[config.mk]
export PLATFORM = sky130hd
export DESIGN_NAME = apbsi_top
export DESIGN_NICKNAME = d
export VERILOG_FILES = /design/src/hdl/apbsi_pkg.sv /design/src/hdl/apbsi_reg.sv /design/src/hdl/apbsi_top.sv
export VERILOG_INCLUDE_DIRS = /design/src /design/src/hdl
export SDC_FILE = /design/constraint.sdc
export NUM_CORES = 1
export LEC_CHECK = 0
export ABC_AREA = 1
export BUFFER_PORTS_ARGS = -buffer_cell sky130_fd_sc_hd__buf_4
export CORE_MARGIN = 4
export CORE_UTILIZATION = 47
export CTS_CLUSTER_DIAMETER = 80
export DETAILED_ROUTE_END_ITERATION = 8
export PLACE_DENSITY = 0.76
export SYNTH_ARGS = -nofsm -noshare
export SYNTH_HDL_FRONTEND = slang
export SYNTH_SLANG_ARGS = --single-unit
[constraint.sdc]
create_clock -name ref_clk -period 0.9 [get_ports ref_clk]
set_input_delay 0.09 -clock ref_clk [delete_from_list [all_inputs] [get_ports ref_clk]]
set_output_delay 0.09 -clock ref_clk [all_outputs]
set_load 0.03 [all_outputs]
[src/hdl/apbsi_consts.svh]
`ifndef APBSI_CONSTS_SVH
`define APBSI_CONSTS_SVH
`define APBSI_AW 32
`define APBSI_DW 32
`define APBSI_NREG 4
`define APBSI_IDX_LO 2
`define APBSI_IDX_HI 3
`define APBSI_REG_RST 32'h00000000
`define APBSI_CTRL_IDX 2'h0
`define APBSI_RO_IDX 2'h3
`endif

[src/hdl/apbsi_pkg.sv]
`include "apbsi_consts.svh"
package apbsi_pkg;
  typedef struct packed {
    logic [`APBSI_AW-1:0] paddr;
    logic psel;
    logic penable;
    logic pwrite;
    logic [`APBSI_DW-1:0] pwdata;
  } apbsi_req_t;
  typedef struct packed {
    logic [`APBSI_DW-1:0] prdata;
    logic pready;
    logic pslverr;
  } apbsi_rsp_t;
  typedef enum logic [1:0] {APBSI_IDLE, APBSI_RD_WAIT, APBSI_RD_DONE} apbsi_state_t;
endpackage

[src/hdl/apbsi_reg.sv]
`timescale 1ns/1ps
`include "apbsi_consts.svh"
module apbsi_reg
  import apbsi_pkg::*;
(
  // clock and reset
  input wire logic ref_clk,
  input wire logic rstn,
  // write side
  input wire logic wr_en,
  input wire logic [`APBSI_DW-1:0] wr_data,
  // stored value
  output logic [`APBSI_DW-1:0] value
);
  logic [`APBSI_DW-1:0] next_value;

  always_comb begin
    next_value = value;
    if (wr_en) begin
      next_value = wr_data;
    end
  end

  always_ff @(posedge ref_clk or negedge rstn) begin
    if (!rstn) begin
      value <= `APBSI_REG_RST;
    end else begin
      value <= next_value;
    end
  end
endmodule

[src/hdl/apbsi_top.sv]
// Overview of operation
// - all transfers timed on rising clock edge
// - active-low reset returns interface to idle
// - write high means write, low read
// - only selected slave drives read data
// - ready low inserts wait cycles
// - optional error output, else held low
// - bus idles with no select
// - ready low keeps transfer in access
// - read data valid when ready high
// - strobes derived from bus control signals
// - writes forward address, data; reads return
// - write strobe needs select, write, enable
// - read strobe decoded in first transfer cycle, high in second
`timescale 1ns/1ps
`include "apbsi_consts.svh"
module apbsi_top
  import apbsi_pkg::*;
(
  // clock and reset
  input wire logic ref_clk,
  input wire logic rstn,
  // bus from master
  input wire apbsi_req_t bus_req,
  // answer to master
  output apbsi_rsp_t bus_rsp,
  // user side: control register and status input
  output logic [`APBSI_DW-1:0] user_ctrl,
  input wire logic [`APBSI_DW-1:0] user_status,
  // user side strobes
  output logic user_wr_en,
  output logic user_rd_en,
  output logic [`APBSI_AW-1:0] user_addr,
  output logic [`APBSI_DW-1:0] user_wdata
);
  apbsi_state_t state, next_state;
  logic [`APBSI_DW-1:0] rd_mux, next_rdata, rdata_q;
  logic next_ready, next_err, ready_q, err_q;
  logic next_wr_en, next_rd_en;
  logic [`APBSI_AW-1:0] next_addr;
  logic [`APBSI_DW-1:0] next_wdata;
  logic [`APBSI_NREG-1:0] reg_wr;
  logic [`APBSI_DW-1:0] regs [`APBSI_NREG];
  logic [`APBSI_IDX_HI-`APBSI_IDX_LO:0] idx;
  logic wr_cyc, rd_setup, wr_setup;
  localparam int IDX_W = `APBSI_IDX_HI - `APBSI_IDX_LO + 1;

  assign idx = bus_req.paddr[`APBSI_IDX_HI:`APBSI_IDX_LO];
  assign wr_cyc = bus_req.psel && bus_req.pwrite && bus_req.penable;
  assign rd_setup = bus_req.psel && !bus_req.pwrite && !bus_req.penable;
  assign wr_setup = bus_req.psel && bus_req.pwrite && !bus_req.penable;

  // registers 0..2 writable; the last reads the user status
  genvar g;
  generate
    for (g = 0; g < `APBSI_NREG - 1; g++) begin : g_reg
      assign reg_wr[g] = wr_cyc && (idx == IDX_W'(g));
      apbsi_reg u_reg (
        .ref_clk(ref_clk),
        .rstn(rstn),
        .wr_en(reg_wr[g]),
        .wr_data(bus_req.pwdata),
        .value(regs[g])
      );
    end
  endgenerate
  assign reg_wr[`APBSI_NREG-1] = 1'b0;
  assign regs[`APBSI_NREG-1] = user_status;

  always_comb begin
    rd_mux = regs[idx];
  end

  // reads take one wait cycle so data comes from a register, not the bus
  always_comb begin
    next_state = state;
    next_ready = 1'b0;
    next_err = 1'b0;
    next_rdata = '0;
    next_wr_en = wr_cyc;
    next_rd_en = rd_setup;
    next_addr = bus_req.paddr;
    next_wdata = bus_req.pwdata;
    case (state)
      APBSI_IDLE: begin
        if (rd_setup) begin
          next_state = APBSI_RD_WAIT;
        end else if (wr_setup) begin
          next_ready = 1'b1; // writes complete in two cycles
        end
      end
      APBSI_RD_WAIT: begin
        next_rdata = rd_mux;
        next_ready = 1'b1;
        next_state = APBSI_RD_DONE;
      end
      APBSI_RD_DONE: begin
        next_state = APBSI_IDLE;
      end
      default: next_state = APBSI_IDLE;
    endcase
  end

  always_ff @(posedge ref_clk or negedge rstn) begin
    if (!rstn) begin
      state <= APBSI_IDLE;
      ready_q <= 1'b0;
      err_q <= 1'b0;
      rdata_q <= '0;
      user_wr_en <= 1'b0;
      user_rd_en <= 1'b0;
      user_addr <= '0;
      user_wdata <= '0;
    end else begin
      state <= next_state;
      ready_q <= next_ready;
      err_q <= next_err;
      rdata_q <= next_rdata;
      user_wr_en <= next_wr_en;
      user_rd_en <= next_rd_en;
      user_addr <= next_addr;
      user_wdata <= next_wdata;
    end
  end

  assign bus_rsp.prdata = rdata_q;
  assign bus_rsp.pready = ready_q;
  assign bus_rsp.pslverr = err_q;
  assign user_ctrl = regs[`APBSI_CTRL_IDX];

  // answer timing
  a_wait_then_ready: assert property (@(posedge ref_clk) disable iff (!rstn)
    (state == APBSI_IDLE && rd_setup) |=> !bus_rsp.pready ##1 bus_rsp.pready)
    else $error("read not ready");

  a_wr_ready: assert property (@(posedge ref_clk) disable iff (!rstn)
    (state == APBSI_IDLE && wr_setup) |=> bus_rsp.pready)
    else $error("write not ready");

  a_ready_needs_sel: assert property (@(posedge ref_clk) disable iff (!rstn)
    bus_rsp.pready |-> $past(bus_req.psel))
    else $error("ready without select");

  a_ready_pulse: assert property (@(posedge ref_clk) disable iff (!rstn)
    bus_rsp.pready |=> !bus_rsp.pready)
    else $error("ready too long");

  a_rd_done_idle: assert property (@(posedge ref_clk) disable iff (!rstn)
    state == APBSI_RD_DONE |=> state == APBSI_IDLE)
    else $error("read did not finish");

  a_idle_quiet: assert property (@(posedge ref_clk) disable iff (!rstn)
    (state == APBSI_IDLE && !wr_setup) |=> !bus_rsp.pready)
    else $error("ready while idle");

  // read data and error
  a_ready_holds_data: assert property (@(posedge ref_clk) disable iff (!rstn)
    (bus_rsp.pready && $past(state) == APBSI_RD_WAIT) |-> bus_rsp.prdata == $past(rd_mux))
    else $error("read data mismatch");

  a_rdata_zero: assert property (@(posedge ref_clk) disable iff (!rstn)
    $past(state) != APBSI_RD_WAIT |-> bus_rsp.prdata == '0)
    else $error("stray read data");

  a_rdata_only_ready: assert property (@(posedge ref_clk) disable iff (!rstn)
    bus_rsp.prdata != '0 |-> bus_rsp.pready)
    else $error("read data outside ready");

  a_err_low: assert property (@(posedge ref_clk) disable iff (!rstn)
    !bus_rsp.pslverr)
    else $error("error raised");

  // user-side strobes and forwarding
  a_wr_strobe: assert property (@(posedge ref_clk) disable iff (!rstn)
    user_wr_en |-> $past(wr_cyc))
    else $error("bad write strobe");

  a_rd_strobe: assert property (@(posedge ref_clk) disable iff (!rstn)
    rd_setup |=> user_rd_en)
    else $error("missing read strobe");

  a_rd_strobe_src: assert property (@(posedge ref_clk) disable iff (!rstn)
    user_rd_en |-> $past(rd_setup))
    else $error("stray read strobe");

  a_strobes_apart: assert property (@(posedge ref_clk) disable iff (!rstn)
    !(user_wr_en && user_rd_en))
    else $error("both strobes high");

  a_wdata_fwd: assert property (@(posedge ref_clk) disable iff (!rstn)
    user_wr_en |-> user_wdata == $past(bus_req.pwdata))
    else $error("write data not forwarded");

  a_addr_fwd: assert property (@(posedge ref_clk) disable iff (!rstn)
    user_wr_en |-> user_addr == $past(bus_req.paddr))
    else $error("address not forwarded");

  // register contents and reset
  a_reg_write: assert property (@(posedge ref_clk) disable iff (!rstn)
    ($past(wr_cyc) && $past(idx) == `APBSI_CTRL_IDX) |-> user_ctrl == $past(bus_req.pwdata))
    else $error("control write lost");

  a_ctrl_hold: assert property (@(posedge ref_clk) disable iff (!rstn)
    (!$past(wr_cyc) || $past(idx) != `APBSI_CTRL_IDX) |-> $stable(user_ctrl))
    else $error("control changed without write");

  a_reset_idle: assert property (@(posedge ref_clk)
    !rstn |-> state == APBSI_IDLE)
    else $error("not idle in reset");
endmodule

==> flow_summary_export.csv <==
group,metric,value,unit
timing,layout_setup_ws,-199.9,ps
detailed_routing,wl_per_cell,16.58,um
power,power_frac_seq,42.8,%
detailed_routing,drc,0,
global_route,grt_start_max_net_pins,41,
hold_path,hold_path_class,"input port to flop",
layout,n_antenna_cell,0,
timing,fin_crit,1100,ps
power,intPower,17.39,mW
power,p_leak,6.364,nW
logic_synthesis,syn-num-nets,906,
layout,drive_gt1_share,40.54,%
power,p_comb_share,24.3,%
logic_synthesis,yosys-top-cells-area,"dfrtp_1 (62%), nand2_1 (14%), o21ai_2 (9.4%)",
global_route,grt.total_usage,23.81,%
placed_design,place_area,10030,sq um
placed_design,gp_congestion,0.7725,
timing,setup_viol,165,
logic_synthesis,ys_types,21,
critical_path,path_max_fanout,5,
power,switchingPower,7.388,mW
critical_path,endpoint_kind,"flop",
timing,min_period_over_period,122.2,%
outcome,violations,"setup timing",
cts,clk_latency,430,ps
logic_synthesis,yosysWarnings,0,
cts,cts-root-buf,"clkbuf_16",
detailed_routing,vias,6668,
cts,clockBufferDepth,2,
cts,tritoncts,"yes",
critical_path,critical_path_arrival,1460,ps
cts,clk_pin_slew,70,ps
detailed_routing,ant_nets,0,
floorplanning,die_x,138.6,um
layout,nNetsFinal,1240,
cts,clkSinkCount,197,
floorplanning,die_area,19200,sq um
global_route,grt_pass1_vias,7158,
global_route,antenna_found_initial,0,
global_route,grt.overflow.total,0,
critical_path,cp_data_required_time,1260,ps
placed_design,hpwl,12960,um
layout,final_area,12400,sq um
logic_synthesis,syn-cell-area,8010,sq um
placed_design,placed_cells,1240,
logic_synthesis,syn_inst,805,
detailed_routing,dr.pass1.iters,5,
outcome,outcome,"finished with violations",
timing,finClkSkew,7.184,ps
timing,max_freq,0.9092,GHz
critical_path,critPathKind,"flop to flop",
power,fin_total_pwr,24.78,mW
floorplanning,ios,233,
floorplanning,start_util,48.13,%
layout,fillers,1060,
layout,area_growth,54.86,%
timing,finalHoldViolCount,0,
floorplanning,core,16640,sq um
power,pwr-share-clk,33.0,%
timing,rsz0062_at_grt,"yes",
critical_path,cp-start-kind,"flop",
timing,drv_slew,0,
placed_design,portBuffers,231,
floorplanning,die_h,138.6,um
layout,fin_cells,1372,
global_route,grt_pass1_wl,36750,um
detailed_routing,routed_wirelength,22750,um
run,maxCapViolations,0,
logic_synthesis,syn-mean-instance-area,9.951,sq um
detailed_routing,drt_iter0_drc,342,
logic_synthesis,ys_seq_elements,197,
power,vdd_drop_max,1370,uV
cts,numCtsBuffers,17,
logic_synthesis,yosys.area.top_type_share,61.54,%
power,switching_share,29.81,%
floorplanning,rows,47,
power,power_density,1998,nW/um^2
logic_synthesis,yosysTopAreaCell,"dfrtp_1",
cts,htree_levels,4,
logic_synthesis,ys_seq_area_share,61.54,%
detailed_routing,avgViaCountPerCell,4.860,
[placed cells by master, fill, tap and decap left out, drive strengths merged]
cell         synthesis  final
dlygate4sd3          0     70
nor2                 5      5
nand2              294    294
o21ai               96     96
clkinvlp             0      4
a21oi               32     32
clkbuf               2     19
clkinv               0      2
dfrtp              197    197
conb                 1      1
o31ai                1      1
nor3                 1      1
nand3               32     32
inv                102    106
bufinv               0      4
buf                 42    288
[registers in the layout, indices dropped and copies added, names as in the netlist]
signal         count
user_wr_en         1
ready_q            1
g.u_reg.value     96
state              2
user_addr         32
user_wdata        32
rdata_q           32
user_rd_en         1
[routing by layer]
layer	up-vias	track usage [%]	part of all wire [%]
met1	3252	28.45	39
met3	43	6.379	6.2
met5	-	0	0
li1	3141	-	-
met4	0	9.516	3.2
met2	232	41.11	52
[per-stage QoR]
stage / util [%] / setup slack (ps) / TNS (ps) / hold slack [ps]
finish: 74.54 / -199.9 / -21930 / 24.02
global route: 74.54 / -243.8 / -27020 / 29.53
CTS: 74.10 / -211.6 / -24290 / 0.02229
detailed placement: 60.30 / -108.5 / -9906 / -2.295
global placement: 60.30 / -75.97 / -7411 / -1.985
floorplan: - / -80.26 / -1620 / -205.6
[worst paths after layout]
check	to	depth (start not counted)	slack (ps)	startpoint
max in group asynchronous	rdata_q[17]	3	300	rstn
max reg2reg	rdata_q[4]	5	-200	state[1]
min in group asynchronous	user_addr[10]	2	100	rstn
min reg2reg	g_reg[2].u_reg.value[3]	2	480	g_reg[2].u_reg.value[3]
max	rdata_q[4]	5	-200	state[1]
min	rdata_q[3]	5	20	user_status[3]
[synth_stat cells, drive strengths merged]
cell,number
conb,1
clkbuf,2
nor3,1
o21ai,96
nor2,5
a21oi,32
nand3,32
buf,42
nand2,294
o31ai,1
dfrtp,197
inv,102
[power groups by stage]
stage / logic, mW / clock network, mW / registers [mW]
after global placement: 4.63 / 0 / 10.7
after global routing: 6.52 / 8.68 / 10.7
after detailed placement: 4.74 / 0 / 10.7
final: 6.01 / 8.17 / 10.6
after floorplan: 1.99 / 0 / 11.6
after CTS: 5.85 / 8.28 / 10.6
[logic make-up (layout without fill, tap and decap cells)]
family / count (synthesis) / in the layout / share of synthesized area, %
flops: 197 / 197 / 61.54
simple gates: 332 / 332 / 16.62
buf+inv: 146 / 493 / 9.669
other cells: 1 / 1 / 0.04682
compound gates: 129 / 129 / 12.12
[worst max-delay path, stage by stage, from the launching register on]
cell,delay (ps)
dfrtp_1,410
inv_2,110
nand2_8,110
buf_12,150
buf_12,130
a21oi_4,120
[area by class of cell]
cell class | count | area, sq um | share of cell area [%]
sequential | 197 | 4931 | 39.75
inverter | 102 | 382.9 | 3.087
clock inverter | 14 | 198.9 | 1.604
multi-input combinational | 462 | 2555 | 20.60
tap | 220 | 275.3 | 2.219
timing repair buffer | 359 | 3632 | 29.28
clock buffer | 18 | 429.2 | 3.460
[timing repair]
item,in CTS,in global routing
hold endpoints to repair,359,0
setup endpoints to repair,164,166
resized for setup,174,29
hold buffers,70,0
pin swaps,1,14
buffers inserted,28,10
gates cloned,3,0
(Power assumes the default switching activity.)
